$ cat config.mk
export PLATFORM = sky130hd
export DESIGN_NAME = pdeo_top
export DESIGN_NICKNAME = d
export VERILOG_FILES = /design/src/design/pdeo_pin_cell.v /design/src/design/pdeo_clk_out.v /design/src/design/pdeo_top.v
export VERILOG_INCLUDE_DIRS = /design/src /design/src/design
export SDC_FILE = /design/constraint.sdc
export NUM_CORES = 1
export LEC_CHECK = 0
export BUFFER_PORTS_ARGS = -buffer_cell sky130_fd_sc_hd__buf_2
export CAP_MARGIN = 10
export CORE_UTILIZATION = 45
export CTS_BUF_LIST = sky130_fd_sc_hd__clkbuf_8
export DETAILED_ROUTE_END_ITERATION = 10
export MAX_ROUTING_LAYER = met4
export PLACE_DENSITY = 0.83
export SETUP_SLACK_MARGIN = 0.02
export SKIP_CTS_REPAIR_TIMING = 1
export SLEW_MARGIN = 20
export SYNTH_ARGS = -nofsm -noshare
export SYNTH_HDL_FRONTEND = slang
export SYNTH_SLANG_ARGS = --single-unit
$ cat constraint.sdc
create_clock -name clk -period 2.3 [get_ports clk]
set_input_delay 0.115 -clock clk [delete_from_list [all_inputs] [get_ports clk]]
set_output_delay 0.115 -clock clk [all_outputs]
set_load 0.02 [all_outputs]
$ cat src/design/pdeo_map.vh
// Notes on behaviour
// Software sets pin2 direction for timer1 output
// Timer1 compare pin also carries PWM
// SPI master forces pin2 input; slave follows direction
// Forced-input pin2 pull-up follows its out bit
// Clock fuse puts divided clock on pin1
// Divided clock continues during reset
// SPI slave forces pin0 input unless PSC output 0 is enabled; active when low
// SPI master: pin0 direction normal; pull-up follows its out bit
// Pin4 overrides use SPI term; input disable ADC1
// Pins7..5 no overrides; input disables per source
// Pin0 direction overrides from PSC and SPI; output overrides from PSC and USART
// Pin3 output override timer0 A or SPI
// Software sets porte pin1 direction for timer0 B
// Porte pin1 value override timer0 B; pin2 ADC0
// Crystal clock takes porte pin2 from I/O
// Non-RC clock takes porte pin1 as input
// Reset fuse programmed: porte pin0 ordinary I/O
// Reset fuse clear: porte pin0 feeds reset
// Reset-pin mode reads direction, out, input zero
// Porte pin0 has no overrides
// Override enable selects override value over register
`ifndef PDEO_MAP_VH
`define PDEO_MAP_VH
// Clock source select codes
`define PDEO_CKSEL_W 2
`define PDEO_CKSEL_RC 2'h0
`define PDEO_CKSEL_XTAL 2'h1
`define PDEO_CKSEL_LFXTAL 2'h2
`define PDEO_CKSEL_EXT 2'h3
// Pin index positions
`define PDEO_PD0 0
`define PDEO_PD1 1
`define PDEO_PD2 2
`define PDEO_PD3 3
`define PDEO_PD4 4
`define PDEO_PD5 5
`define PDEO_PD6 6
`define PDEO_PD7 7
`define PDEO_PE0 0
`define PDEO_PE1 1
`define PDEO_PE2 2
`endif

$ cat src/design/pdeo_pin_cell.v
`timescale 1ns/1ps
`default_nettype none
// One pin's override merge; registered result
module pdeo_pin_cell (
   // Clock and reset
   input wire clk,
   input wire srst,
   // Port register side
   input wire port_pu,
   input wire port_dir,
   input wire port_val,
   input wire port_die,
   // Override pairs
   input wire puoe,
   input wire puov,
   input wire ddoe,
   input wire ddov,
   input wire pvoe,
   input wire pvov,
   input wire dieoe,
   input wire dieov,
   // Registered pin controls
   output reg pu_ff,
   output reg oe_ff,
   output reg out_ff,
   output reg die_ff
);
   // =====================================
   // Override merge
   always @(posedge clk) begin
      if (srst) begin
         pu_ff <= 1'b0;
         oe_ff <= 1'b0;
         out_ff <= 1'b0;
         die_ff <= 1'b0;
      end else begin
         pu_ff <= puoe ? puov : port_pu;
         oe_ff <= ddoe ? ddov : port_dir;
         out_ff <= pvoe ? pvov : port_val;
         die_ff <= dieoe ? dieov : port_die;
      end
   end
endmodule
`default_nettype wire

$ cat src/design/pdeo_clk_out.v
`timescale 1ns/1ps
`default_nettype none
// Divided clock follower; deliberately ignores srst so output runs in reset
module pdeo_clk_out (
   // Clock
   input wire clk,
   // Divided clock from prescaler and fuse
   input wire div_clk,
   input wire clock_output_fuse,
   // Outputs
   output reg active_ff,
   output reg divided_clock_out
);
   initial active_ff = 1'b0;
   initial divided_clock_out = 1'b0;
   // =====================================
   // Clock output, not gated by reset
   always @(posedge clk) begin
      active_ff <= clock_output_fuse;
      divided_clock_out <= clock_output_fuse & div_clk;
   end
endmodule
`default_nettype wire

$ cat src/design/pdeo_top.v
`timescale 1ns/1ps
`default_nettype none
`include "pdeo_map.vh"
module pdeo_top (
   // Clock and reset
   input wire clk,
   input wire srst,
   // Port D register bits
   input wire [7:0] portd_out,
   input wire [7:0] portd_dir,
   input wire [7:0] portd_pin_in,
   // Port E register bits
   input wire [2:0] porte_out,
   input wire [2:0] porte_dir,
   input wire [2:0] porte_pin_in,
   // SPI controls
   input wire spi_enable_bit,
   input wire spi_master_select,
   input wire spi_pin_select,
   input wire spi_mosi_out,
   input wire spi_sck_out,
   input wire global_pullup_disable,
   // Timers, PSC, USART
   input wire timer1_compare_a_enable,
   input wire timer1_compare_a_out,
   input wire timer0_compare_a_enable,
   input wire timer0_compare_a_out,
   input wire timer0_compare_b_enable,
   input wire timer0_compare_b_out,
   input wire psc0_out0_enable,
   input wire psc0_output0,
   input wire usart_spi_mode_select,
   input wire usart_tx_out,
   // Input disable sources
   input wire adc0_input_disable,
   input wire adc1_input_disable,
   input wire adc2_input_disable,
   input wire adc3_input_disable,
   input wire comparator0_input_disable,
   input wire ext_interrupt0_enable,
   // Fuses and clocks
   input wire clock_output_fuse,
   input wire div_clk,
   input wire [`PDEO_CKSEL_W-1:0] clock_source_sel,
   input wire reset_pin_disable_fuse,
   // Port D pin controls
   output wire [7:0] portd_pullup,
   output wire [7:0] portd_drive_en,
   output wire [7:0] portd_drive_val,
   output wire [7:0] portd_input_disable,
   // Port E pin controls
   output wire [2:0] porte_pullup,
   output wire [2:0] porte_drive_en,
   output wire [2:0] porte_drive_val,
   output wire [2:0] porte_input_disable,
   // Clock and oscillator pins
   output wire divided_clock_out,
   output reg oscillator_in_pin_ff,
   output reg oscillator_out_pin_ff,
   // SPI slave select and reset routing
   output reg spi_slave_active_ff,
   output reg reset_pin_to_reset_ff,
   output reg pin_reset_req_ff,
   // Port E bit 0 read-back
   output reg porte_pin0_direction,
   output reg porte_pin0_out_value,
   output reg porte_pin0_input
);
   // =====================================
   // Common terms
   wire spi_m = spi_enable_bit & spi_master_select & spi_pin_select;
   wire spi_s = spi_enable_bit & ~spi_master_select & spi_pin_select;
   wire xtal_sel = (clock_source_sel == `PDEO_CKSEL_XTAL) | (clock_source_sel == `PDEO_CKSEL_LFXTAL);
   wire osc_in_sel = (clock_source_sel != `PDEO_CKSEL_RC);
   wire divided_clock_out_val;
   // Pin 1 cell stays out of reset while the clock fuse is set, so the clock keeps reaching the pin
   wire [7:0] d_srst = {{6{srst}}, srst & ~clock_output_fuse, srst};
   wire [7:0] d_puoe, d_puov, d_ddoe, d_ddov, d_pvoe, d_pvov, d_dieoe, d_dieov;
   wire [2:0] e_puoe, e_puov, e_ddoe, e_ddov, e_pvoe, e_pvov, e_dieoe, e_dieov;
   wire [7:0] d_pu_port = portd_out & ~portd_dir & {8{~global_pullup_disable}};
   // Reset-pin mode masks porte pin0 register bits before the cells, keeping outputs registered
   wire [2:0] e_out_m = {porte_out[2:1], porte_out[0] & reset_pin_disable_fuse};
   wire [2:0] e_dir_m = {porte_dir[2:1], porte_dir[0] & reset_pin_disable_fuse};
   wire [2:0] e_pu_port = e_out_m & ~e_dir_m & {3{~global_pullup_disable}};
   // =====================================
   // Port D override equations
   assign d_puoe[7:5] = 3'h0;
   assign d_puov[7:5] = 3'h0;
   assign d_ddoe[7:5] = 3'h0;
   assign d_ddov[7:5] = 3'h0;
   assign d_pvoe[7:5] = 3'h0;
   assign d_pvov[7:5] = 3'h0;
   assign d_dieoe[7] = comparator0_input_disable;
   assign d_dieoe[6] = adc3_input_disable | ext_interrupt0_enable;
   assign d_dieoe[5] = adc2_input_disable;
   // Override value one means the digital input is disabled
   assign d_dieov[7:5] = 3'h7;
   // Pin 4: SPI clock
   assign d_puoe[4] = spi_m;
   assign d_puov[4] = portd_out[4] & ~global_pullup_disable;
   assign d_ddoe[4] = spi_m;
   assign d_ddov[4] = portd_dir[4];
   assign d_pvoe[4] = spi_m;
   assign d_pvov[4] = spi_sck_out;
   assign d_dieoe[4] = adc1_input_disable;
   assign d_dieov[4] = 1'b1;
   // Pin 3: timer0 compare A or SPI MOSI
   assign d_puoe[3] = spi_m;
   assign d_puov[3] = portd_out[3] & ~global_pullup_disable;
   assign d_ddoe[3] = spi_m;
   assign d_ddov[3] = portd_dir[3];
   assign d_pvoe[3] = timer0_compare_a_enable | spi_m;
   assign d_pvov[3] = timer0_compare_a_enable ? timer0_compare_a_out : spi_mosi_out;
   assign d_dieoe[3] = 1'b0;
   assign d_dieov[3] = 1'b0;
   // Pin 2: SPI master-in forced input; timer1 A needs direction set by software
   assign d_puoe[2] = spi_m;
   assign d_puov[2] = portd_out[2] & ~global_pullup_disable;
   assign d_ddoe[2] = spi_m;
   assign d_ddov[2] = 1'b0;
   assign d_pvoe[2] = timer1_compare_a_enable & portd_dir[2];
   assign d_pvov[2] = timer1_compare_a_out;
   assign d_dieoe[2] = 1'b0;
   assign d_dieov[2] = 1'b0;
   // Pin 1: divided clock output wins over port bits
   assign d_puoe[1] = clock_output_fuse;
   assign d_puov[1] = 1'b0;
   assign d_ddoe[1] = clock_output_fuse;
   assign d_ddov[1] = 1'b1;
   assign d_pvoe[1] = clock_output_fuse;
   assign d_pvov[1] = div_clk;
   assign d_dieoe[1] = 1'b0;
   assign d_dieov[1] = 1'b0;
   // Pin 0: PSC output, USART, slave select
   assign d_puoe[0] = spi_m | spi_s;
   assign d_puov[0] = portd_out[0] & ~global_pullup_disable;
   assign d_ddoe[0] = psc0_out0_enable | spi_m | spi_s;
   assign d_ddov[0] = psc0_out0_enable | (spi_m & portd_dir[0]);
   assign d_pvoe[0] = psc0_out0_enable | usart_spi_mode_select;
   assign d_pvov[0] = psc0_out0_enable ? psc0_output0 : usart_tx_out;
   assign d_dieoe[0] = 1'b0;
   assign d_dieov[0] = 1'b0;
   // =====================================
   // Port E override equations
   assign e_puoe = {xtal_sel, osc_in_sel, 1'b0};
   assign e_puov = 3'h0;
   assign e_ddoe = {xtal_sel, osc_in_sel, 1'b0};
   assign e_ddov = 3'h0;
   // Timer0 B drives only once software sets the direction bit
   assign e_pvoe = {xtal_sel, ~osc_in_sel & timer0_compare_b_enable & porte_dir[1], 1'b0};
   assign e_pvov = {1'b0, timer0_compare_b_out, 1'b0};
   assign e_dieoe = {adc0_input_disable | xtal_sel, osc_in_sel, 1'b0};
   assign e_dieov = {1'b1, osc_in_sel, 1'b0};
   // =====================================
   // Pin cells
   genvar i;
   generate
      for (i = 0; i < 8; i = i + 1) begin : g_pd
         pdeo_pin_cell u_cell (
            .clk(clk), .srst(d_srst[i]),
            .port_pu(d_pu_port[i]), .port_dir(portd_dir[i]), .port_val(portd_out[i]), .port_die(1'b0),
            .puoe(d_puoe[i]), .puov(d_puov[i]), .ddoe(d_ddoe[i]), .ddov(d_ddov[i]),
            .pvoe(d_pvoe[i]), .pvov(d_pvov[i]), .dieoe(d_dieoe[i]), .dieov(d_dieov[i]),
            .pu_ff(portd_pullup[i]), .oe_ff(portd_drive_en[i]), .out_ff(portd_drive_val[i]),
            .die_ff(portd_input_disable[i])
         );
      end
      for (i = 0; i < 3; i = i + 1) begin : g_pe
         pdeo_pin_cell u_cell (
            .clk(clk), .srst(srst),
            .port_pu(e_pu_port[i]), .port_dir(e_dir_m[i]), .port_val(e_out_m[i]), .port_die(1'b0),
            .puoe(e_puoe[i]), .puov(e_puov[i]), .ddoe(e_ddoe[i]), .ddov(e_ddov[i]),
            .pvoe(e_pvoe[i]), .pvov(e_pvov[i]), .dieoe(e_dieoe[i]), .dieov(e_dieov[i]),
            .pu_ff(porte_pullup[i]), .oe_ff(porte_drive_en[i]), .out_ff(porte_drive_val[i]),
            .die_ff(porte_input_disable[i])
         );
      end
   endgenerate
   pdeo_clk_out u_clk_out (
      .clk(clk),
      .div_clk(div_clk),
      .clock_output_fuse(clock_output_fuse),
      .active_ff(),
      .divided_clock_out(divided_clock_out_val)
   );
   assign divided_clock_out = divided_clock_out_val;
   // =====================================
   // Registered status and routing
   always @(posedge clk) begin
      if (srst) begin
         oscillator_in_pin_ff <= 1'b0;
         oscillator_out_pin_ff <= 1'b0;
         spi_slave_active_ff <= 1'b0;
         reset_pin_to_reset_ff <= 1'b0;
         pin_reset_req_ff <= 1'b0;
         porte_pin0_direction <= 1'b0;
         porte_pin0_out_value <= 1'b0;
         porte_pin0_input <= 1'b0;
      end else begin
         oscillator_in_pin_ff <= osc_in_sel ? porte_pin_in[1] : 1'b0;
         oscillator_out_pin_ff <= xtal_sel ? porte_pin_in[2] : 1'b0;
         spi_slave_active_ff <= spi_s & ~portd_pin_in[0];
         reset_pin_to_reset_ff <= ~reset_pin_disable_fuse;
         pin_reset_req_ff <= ~reset_pin_disable_fuse & ~porte_pin_in[0];
         porte_pin0_direction <= reset_pin_disable_fuse & porte_dir[0];
         porte_pin0_out_value <= reset_pin_disable_fuse & porte_out[0];
         porte_pin0_input <= reset_pin_disable_fuse & porte_pin_in[0];
      end
   end
endmodule
`default_nettype wire

==> qor.csv, run 1 <==
metric,value,unit
status,finished clean,
final setup TNS,0,ns
finished layout cell area,0.00216,mm2
overall routing resource usage,0.151,
Hold WC Path Type,in2reg,
post-DP HPWL,2.39,mm
Max Freq,1130,MHz
YS warnings,0,
nets,308,
hold path depth,2,
die height,64.3,um
#FFs+latches synth,46,
share of cells above drive strength 1,0.482,
crit-path leading delay family,flip-flops,
element type at the critical path start,flop,
post-synthesis cell count,172,
clk buf depth,2,
htree depth,2,
post-synthesis sequential area ratio,0.528,
Worst-path clk slew,0.07,ns
crit path cell chain,buf_2,
"Buf+Inv Stages, Crit Path",1,
pwr/cell area,763,mW/mm2
ANT nets after route,0,
Cell variety after synth,31,
Fin. Hold Viols,0,
source of the worst hold timing path,porte_pin_in[0],
"non-filler cells, final",293,
fin util,0.585,
Hold Path End,pin_reset_req_ff,
diode count,0,
# placed instances,280,
maximum fanout along the worst path,2,
largest net degree at the start of global routing,20,
WP data required,2.18,ns
peak supply drop,0.526,mV
initial antenna violation count,0,
gpl congestion,0.689,
"Min Clock Period, post-route",0.883,ns
final WL,3.06,mm
Static Leak,1.15,nW
first-pass detailed-route iteration total,4,
IO Port Bufs,102,
Final setup viols,0,
Layout area overhead,23.8,%
DRC viols,0,
Vias/cell,4.35,
Starting Density,0.473,
Critical-path top delay cell,dfxtp_1,
fin. max-slew vios,0,
num rows,22,
count of maximum capacitance violations,0,
placed inst area,0.00199,mm2
Post-Syn Area,0.00174,mm2
wire length per cell,10.4,um
crit share post-route,0.384,
Setup CP Type,reg2out,
Crit path largest cell delay,0.33,ns
GRT overflow,0,
clk sink count,46,
first-pass GRT wire length,4.64,mm
die width,64.3,um
vias in the first global route,1136,
CP arrival,0.77,ns
Root Buffer,clkbuf_8,
element type at the critical path end,output pin,
CTS tree,done,
CTS buffer count,5,
Syn Area/Cell,10.1,um2
IO Count,115,
Core Area,0.00369,mm2
RSZ-0062 raised after global routing,false,
vias,1276,
full die area,0.00413,mm2
DRT iter0 DRCs,30,
[power by group]
group	switching (mW)	leakage, nW	total, mW	internal, mW
clock network	0.239	0.0573	0.586	0.347
logic	0.124	0.716	0.219	0.0942
registers	0.00794	0.380	0.842	0.834
total	0.371	1.15	1.65	1.28
[flip-flops by register name (all words and copies together) (netlist names)]
| register | count |
|---|---|
| g_pd.u_cell.die_ff | 4 |
| g_pd.u_cell.oe_ff | 8 |
| g_pd.u_cell.out_ff | 8 |
| g_pd.u_cell.pu_ff | 8 |
| g_pe.u_cell.die_ff | 2 |
| g_pe.u_cell.oe_ff | 2 |
| g_pe.u_cell.out_ff | 2 |
| g_pe.u_cell.pu_ff | 3 |
| oscillator_in_pin_ff | 1 |
| oscillator_out_pin_ff | 1 |
| pin_reset_req_ff | 1 |
| porte_pin0_direction | 1 |
| porte_pin0_input | 1 |
| porte_pin0_out_value | 1 |
| reset_pin_to_reset_ff | 1 |
| spi_slave_active_ff | 1 |
| u_clk_out.divided_clock_out | 1 |
[per-layer routing]
metal / GRT usage / vias up / wire length (um)
li1: - / 642 / -
met1: 0.165 / 568 / 1260
met2: 0.261 / 62 / 1550
met3: 0.0500 / 4 / 222
met4: 0.0417 / 0 / 27
met5: - / - / 0
[how the worst max path moves through the flow]
stage	start	to	slack, ns	cells after the start
after floorplan	clock_source_sel[0]	g_pe[2].u_cell.pu_ff	1.40	5
after global placement	srst	g_pd[4].u_cell.pu_ff	1.19	5
after detailed placement	srst	g_pd[2].u_cell.pu_ff	1.17	4
after CTS	porte_pin0_direction	porte_pin0_direction	1.39	1
after global routing	porte_pin0_out_value	porte_pin0_out_value	1.37	1
final	porte_pin0_direction	porte_pin0_direction	1.42	1
[metrics by stage]
stage               power [mW]  hold slack, ns  setup slack [ns]
floorplan                 1.03           0.184              1.40
global placement          1.07           0.286              1.19
detailed placement        1.07           0.290              1.17
CTS                       1.67         -0.0220              1.39
global route              1.73        0.000295              1.37
finish                    1.65        0.000892              1.42
[synthesized netlist by cell type]
cell,count,area [um2]
nor2_1,11,41.3
a21o_1,1,7.51
nand3_1,3,15.0
ha_1,1,12.5
and2_2,1,7.51
nand2_1,11,41.3
conb_1,1,3.75
a221oi_1,1,8.76
nand2b_1,1,6.26
mux2i_1,2,20.0
and3_1,3,18.8
nor3b_2,3,37.5
or2_4,1,8.76
buf_6,1,11.3
a21oi_1,6,30.0
nor3b_1,2,15.0
mux2_2,1,11.3
clkbuf_1,1,3.75
o21ai_0,1,5.00
buf_2,1,5.00
o21bai_1,1,7.51
and2b_1,3,22.5
and2_1,6,37.5
inv_1,5,18.8
nor3_2,2,20.0
nor3_1,1,5.00
a41oi_1,1,8.76
buf_4,44,330
dfxtp_1,46,921
nor4_1,1,6.26
nor2b_1,9,56.3
[cells in the final DEF, fill, tap and decap left out]
master | synthesis | routed
nor3_2 | 2 | 2
mux2i_1 | 2 | 2
a221oi_1 | 1 | 1
bufinv_16 | 0 | 1
nor2_1 | 11 | 11
dfxtp_1 | 46 | 46
conb_1 | 1 | 5
a21oi_1 | 6 | 6
buf_4 | 44 | 1
clkbuf_8 | 0 | 6
nor3_1 | 1 | 1
nor3b_1 | 2 | 2
and2_1 | 6 | 6
nor4_1 | 1 | 1
or2_4 | 1 | 1
and3_1 | 3 | 3
nor3b_2 | 3 | 3
nor2b_1 | 9 | 9
a41oi_1 | 1 | 1
buf_2 | 1 | 102
a21o_1 | 1 | 1
nand2_1 | 11 | 11
nand3_1 | 3 | 3
o21ai_0 | 1 | 1
and2_2 | 1 | 1
and2b_1 | 3 | 3
inv_1 | 5 | 5
dlygate4sd3_1 | 0 | 6
o21bai_1 | 1 | 1
ha_1 | 1 | 1
mux2_2 | 1 | 1
nand2b_1 | 1 | 1
[logic make-up (layout without fill, tap and decap cells)]
logic type / after synthesis / after routing / share of synthesized area
flops: 46 / 46 / 0.528
simple gates: 58 / 58 / 0.194
fa+ha+maj: 1 / 1 / 0.00717
other cells: 1 / 5 / 0.00215
buf+inv: 52 / 121 / 0.212
mux: 3 / 3 / 0.0179
compound gates: 11 / 11 / 0.0387
[final cells by class]
| class | count | area, um2 |
|---|---|---|
| Sequential cell | 46 | 921 |
| Tap cell | 48 | 60.1 |
| Inverter | 5 | 18.8 |
| Clock inverter | 1 | 30.0 |
| Fill cell | 359 | 1530 |
| Timing Repair Buffer | 109 | 578 |
| Multi-Input combinational cell | 78 | 469 |
| Clock buffer | 6 | 82.6 |
Power figures use the tool's default switching activity.
==> run 2: changes to the inputs <==
--- a/config.mk
+++ b/config.mk
@@ -6,13 +6,14 @@
 export SDC_FILE = /design/constraint.sdc
 export NUM_CORES = 1
 export LEC_CHECK = 0
+export ABC_AREA = 1
 export BUFFER_PORTS_ARGS = -buffer_cell sky130_fd_sc_hd__buf_2
 export CAP_MARGIN = 10
-export CORE_UTILIZATION = 45
+export CORE_UTILIZATION = 39
 export CTS_BUF_LIST = sky130_fd_sc_hd__clkbuf_8
 export DETAILED_ROUTE_END_ITERATION = 10
 export MAX_ROUTING_LAYER = met4
-export PLACE_DENSITY = 0.83
+export PLACE_DENSITY = 0.76
 export SETUP_SLACK_MARGIN = 0.02
 export SKIP_CTS_REPAIR_TIMING = 1
 export SLEW_MARGIN = 20
==> constraint.sdc (replaced) <==
create_clock -name clk -period 0.8 [get_ports clk]
set_input_delay 0.04 -clock clk [delete_from_list [all_inputs] [get_ports clk]]
set_output_delay 0.04 -clock clk [all_outputs]
set_load 0.02 [all_outputs]
==> qor.csv, run 2 <==
metric,value,unit,change
GRT overflow,0,,unchanged
area of the multi-input gates,450,um2,-4.0%
top_reg_cell synth,dfxtp_1,,
status,"complete, but fails checks",,
most common cell in the netlist,dfxtp_1,,
Layout area overhead,59.8,%,
num rows,24,,+9.1%
Root Buffer,clkbuf_8,,
overall routing resource usage,0.141,,-0.00967
initial antenna violation count,0,,unchanged
CP endpoint,g_pe[1].u_cell.pu_ff,,
crit share post-route,0.995,,
Net Sw Frac,0.246,,+0.0207
peak supply drop,0.736,mV,+40%
post-synthesis cell count,207,,+20%
vias,1543,,+21%
failing checks,negative hold slack,,
Reg power frac,0.520,,+0.009
largest net degree at the start of global routing,17,,-15%
fillcell total,339,,-5.6%
wire length per cell,11.6,um,+11%
Static Leak,1.45,nW,+25%
Cell variety after synth,20,,-35%
element type at the critical path end,flop,,
gpl congestion,0.740,,+7.5%
clock power share,0.283,,-0.073
Worst-path clk slew,0.08,ns,about the same
WP data required,0.98,ns,-1.20 ns
Post-synth top cells,"dfxtp_1, buf_4, nor2_1",,
share of cells above drive strength 1,0.554,,+0.0721
"Min Clock Period, post-route",0.796,ns,
register area,978,um2,+6.2%
largest registers,"g_pd.u_cell.oe_ff x8, g_pd.u_cell.out_ff x8, g_pd.u_cell.pu_ff x8",,
"top cells by area, synth","dfxtp_1, buf_4, nor2_1",,
setup slack at placement,-0.238,ns,-1.41 ns
fin util,0.649,,+0.0635
DRT iter0 DRCs,12,,-60%
RSZ-0062 raised after global routing,true,,
final WL,4.15,mm,+36%
nets,371,,+20%
diode count,0,,unchanged
die height,69.6,um,+8.3%
ANT nets after route,0,,unchanged
combinational share of power,0.197,,+0.064
maximum fanout along the worst path,2,,unchanged
CTS tree,done,,
cell taking the most area after synthesis,dfxtp_1,,
post-synthesis async set-or-reset flop share,0,,unchanged
clk buf depth,2,,unchanged
IO Port Bufs,102,,unchanged
YS warnings,0,,unchanged
setup slack after layout,0.00375,ns,-1.41 ns
Syn Area/Cell,8.60,um2,-15%
Starting Density,0.406,,-0.0668
fin. max-slew vios,0,,unchanged
Post-synth EDFFs,0,,unchanged
final setup TNS,0,ns,unchanged
DRC viols,0,,unchanged
element type at the critical path start,input pin,,
IO Count,115,,unchanged
Synth top area share,0.517,,-0.0108
most frequent cells in the layout,"buf_2, buf_6, dfxtp_2",,
Hold WC Path Type,in2reg,,
Post-Syn Area,0.00178,mm2,+2.1%
full die area,0.00484,mm2,+17%
die width,69.6,um,+8.3%
Pint,3.59,mW,+180%
"most common cell after layout, fill and taps aside",buf_2,,
first-pass detailed-route iteration total,4,,unchanged
Critical Path Source,porte_dir[1],,
CTS buffer count,5,,unchanged
post-DP HPWL,2.58,mm,+7.9%
Setup CP Type,in2reg,,
clk sink count,46,,unchanged
Total Power,4.76,mW,+190%
#FFs+latches synth,46,,unchanged
count of maximum capacitance violations,0,,unchanged
first-pass GRT wire length,5.26,mm,+13%
pwr/cell area,1670,mW/mm2,+120%
CP arrival,0.98,ns,+0.21 ns
Fin. Hold Viols,4,,+4
htree depth,2,,unchanged
vias in the first global route,1264,,+11%
Final setup viols,0,,unchanged
post-synthesis sequential area ratio,0.517,,-0.0108
Vias/cell,4.30,,-1.3%
Max Freq,1260,MHz,
Min Hold Slack,-0.0282,ns,-0.0291 ns
Core Area,0.00438,mm2,+19%
switching power,1.17,mW,+220%
## run 2: final cells by class
class / count / area share
clock buffers: 6 / 0.0290
inverters: 26 / 0.0387
multi-input cells: 91 / 0.158
flip-flops and latches: 46 / 0.344
well taps: 52 / 0.0229
repair buffers: 138 / 0.407
## run 2: layer usage
| metal | vias to the layer above | share of wire | global-route usage |
|---|---|---|---|
| li1 | 774 | - | - |
| met1 | 692 | 0.36 | 0.143 |
| met2 | 70 | 0.56 | 0.244 |
| met3 | 7 | 0.057 | 0.0465 |
| met4 | 0 | 0.016 | 0.0680 |
| met5 | - | 0 | - |
## run 2: critical path, stage by stage
cell           delay, ns
buf_2               0.11
dlygate4sd3_1       0.56
nor4_1              0.27
## run 2: cell families (layout without fill, tap and decap cells)
family                     count (synthesis)  count (layout)  synth area share
buffers and inverters                     74             170             0.255
other                                      1               5           0.00211
and+or+nand+nor                           77              77             0.192
AOI/OAI and AO/OA                          8               8            0.0267
DFF                                       46              46             0.517
adders and majority gates                  1               1           0.00703
## run 2: through the flow
stage | instances | instance area, um2 | hold slack, ns
floorplan | 211 | 1820 | 0.110
global placement | 323 | 2090 | 0.209
detailed placement | 323 | 2090 | 0.211
CTS | 329 | 2170 | -0.105
global route | 359 | 2850 | -0.00940
finish | 359 | 2850 | -0.0282
## run 2: worst min-delay path by stage
stage	slack, ns	endpoint	cells after the start	from
after floorplan	0.11	g_pd[1].u_cell.pu_ff	1	portd_dir[1]
after global placement	0.21	spi_slave_active_ff	2	portd_pin_in[0]
after detailed placement	0.21	spi_slave_active_ff	2	portd_pin_in[0]
after CTS	-0.10	spi_slave_active_ff	2	portd_pin_in[0]
after global routing	-0.009	oscillator_in_pin_ff	2	porte_pin_in[1]
final	-0.03	g_pe[1].u_cell.out_ff	3	timer0_compare_b_out
## run 2: power groups by stage
stage | logic, mW | registers (mW) | clock network (mW)
6_report | 0.938 | 2.47 | 1.35
5_1_grt | 1.01 | 2.48 | 1.48
4_1_cts | 0.675 | 2.42 | 1.39
3_5_place_dp | 0.674 | 2.47 | 0
3_3_place_gp | 0.664 | 2.47 | 0
2_1_floorplan | 0.479 | 2.50 | 0
==> run 3: changes to the inputs <==
--- a/config.mk
+++ b/config.mk
@@ -9,11 +9,11 @@
 export ABC_AREA = 1
 export BUFFER_PORTS_ARGS = -buffer_cell sky130_fd_sc_hd__buf_2
 export CAP_MARGIN = 10
-export CORE_UTILIZATION = 39
-export CTS_BUF_LIST = sky130_fd_sc_hd__clkbuf_8
+export CORE_UTILIZATION = 37
 export DETAILED_ROUTE_END_ITERATION = 10
+export GPL_TIMING_DRIVEN = 0
 export MAX_ROUTING_LAYER = met4
-export PLACE_DENSITY = 0.76
+export PLACE_DENSITY = 0.72
 export SETUP_SLACK_MARGIN = 0.02
 export SKIP_CTS_REPAIR_TIMING = 1
 export SLEW_MARGIN = 20
==> qor.csv, run 3 (synthesis gave the netlist of run 2 again) <==
metric,value,unit,change
status,"complete, but fails checks",,
failing checks,"design-rule violations, negative hold slack, negative setup slack",,
CTS buffer count,5,,unchanged
Static Leak,1.48,nW,+2.2%
final setup TNS,-0.223,ns,-0.223 ns
Final setup viols,5,,+5
fin. max-slew vios,0,,unchanged
fillcell total,359,,+5.9%
WP data required,0.76,ns,-0.22 ns
"non-filler cells, final",365,,+1.7%
Hold WC Path Type,in2reg,,
DRC viols,8,,+8
Layout area overhead,62.5,%,
Min Hold Slack,-0.0689,ns,-0.0407 ns
peak supply drop,1.07,mV,+45%
diode count,0,,unchanged
Setup CP Type,reg2out,,
Worst-path clk slew,0.08,ns,about the same
largest registers,"g_pd.u_cell.oe_ff x8, g_pd.u_cell.out_ff x8, g_pd.u_cell.pu_ff x8",,
placed inst area,0.00240,mm2,+15%
maximum fanout along the worst path,2,,unchanged
clock power share,0.329,,+0.046
setup slack after layout,-0.0864,ns,-0.0901 ns
full die area,0.00509,mm2,+5.3%
largest net degree at the start of global routing,15,,-2
CP arrival,0.85,ns,-0.13 ns
vias in the first global route,1378,,+9.0%
setup slack at placement,-0.285,ns,-0.0473 ns
# placed instances,365,,+13%
Net Sw Frac,0.243,,-0.00358
register area,978,um2,unchanged
gpl congestion,0.718,,-2.9%
crit path cell chain,"buf_6, buf_6",,
Crit path largest cell delay,0.34,ns,-0.22 ns
Core Area,0.00447,mm2,+2.1%
GRT overflow,0,,unchanged
"Buf+Inv Stages, Crit Path",2,,unchanged
most frequent cells in the layout,"buf_2, buf_6, dfxtp_2",,
Critical Path Source,porte_pin0_direction,,
element type at the critical path start,flop,,
Starting Density,0.398,,-0.00818
count of maximum capacitance violations,0,,unchanged
combinational share of power,0.186,,-0.011
RSZ-0062 raised after global routing,true,,
nets,375,,+1.1%
switching power,1.24,mW,+5.5%
"most common cell after layout, fill and taps aside",buf_2,,
Reg power frac,0.486,,-0.034
"Min Clock Period, post-route",0.886,ns,+0.0901 ns
Max Freq,1130,MHz,-10%
crit-path leading delay family,flip-flops,,
clk sink count,46,,unchanged
vias,1539,,-0.26%
source of the worst hold timing path,global_pullup_disable,,
ANT nets after route,0,,unchanged
pwr/cell area,1760,mW/mm2,+5.2%
CTS tree,done,,
wire length per cell,11.7,um,+1.1%
num rows,24,,unchanged
area of the multi-input gates,450,um2,unchanged
post-DP HPWL,2.82,mm,+9.0%
die height,71.4,um,+2.6%
initial antenna violation count,0,,unchanged
Root Buffer,clkbuf_8,,
DRT iter0 DRCs,108,,+96
overall routing resource usage,0.150,,+0.00856
Critical-path top delay cell,dfxtp_2,,
finished layout cell area,0.00289,mm2,+1.7%
IO Count,115,,unchanged
die width,71.4,um,+2.6%
Vias/cell,4.22,,-1.9%
Fin. Hold Viols,6,,+2
element type at the critical path end,output pin,,
first-pass GRT wire length,5.77,mm,+9.7%
first-pass detailed-route iteration total,8,,+4
share of cells above drive strength 1,0.562,,+0.00855
IO Port Bufs,102,,unchanged
crit share post-route,1.11,,+0.113
most frequent cell on the critical path,buf_6,,
final WL,4.27,mm,+2.7%
htree depth,2,,unchanged
Total Power,5.09,mW,+7.0%
Pint,3.86,mW,+7.5%
fin util,0.647,,-0.00216
clk buf depth,2,,unchanged
run 3: layer usage:
layer  vias up  share of wire  track usage
li1        783              -            -
met4         0          0.016       0.0533
met2        60           0.53        0.268
met1       690           0.39        0.162
met3         6          0.057       0.0352
met5         -              0            -
run 3: power groups by stage:
| stage | Sequential [mW] | Combinational, mW | Clock, mW |
|---|---|---|---|
| floorplan | 2.50 | 0.479 | 0 |
| global placement | 2.48 | 0.797 | 0 |
| detailed placement | 2.48 | 0.808 | 0 |
| CTS | 2.43 | 0.810 | 1.74 |
| global route | 2.49 | 1.02 | 1.82 |
| finish | 2.47 | 0.945 | 1.67 |
run 3: cell type report:
class                           count  area share
Sequential cell                    46       0.338
Multi-Input combinational cell     91       0.156
Clock inverter                      2      0.0130
Timing Repair Buffer              131       0.378
Tap cell                           52      0.0225
Inverter                           26      0.0380
Clock buffer                        6      0.0251
Buffer                             11      0.0298
run 3: path summary, 6_finish.rpt:
check	endpoint	slack, ns	cells after the start
setup / recovery	porte_drive_en[0]	-0.09	2
hold / removal	g_pe[1].u_cell.pu_ff	-0.07	2
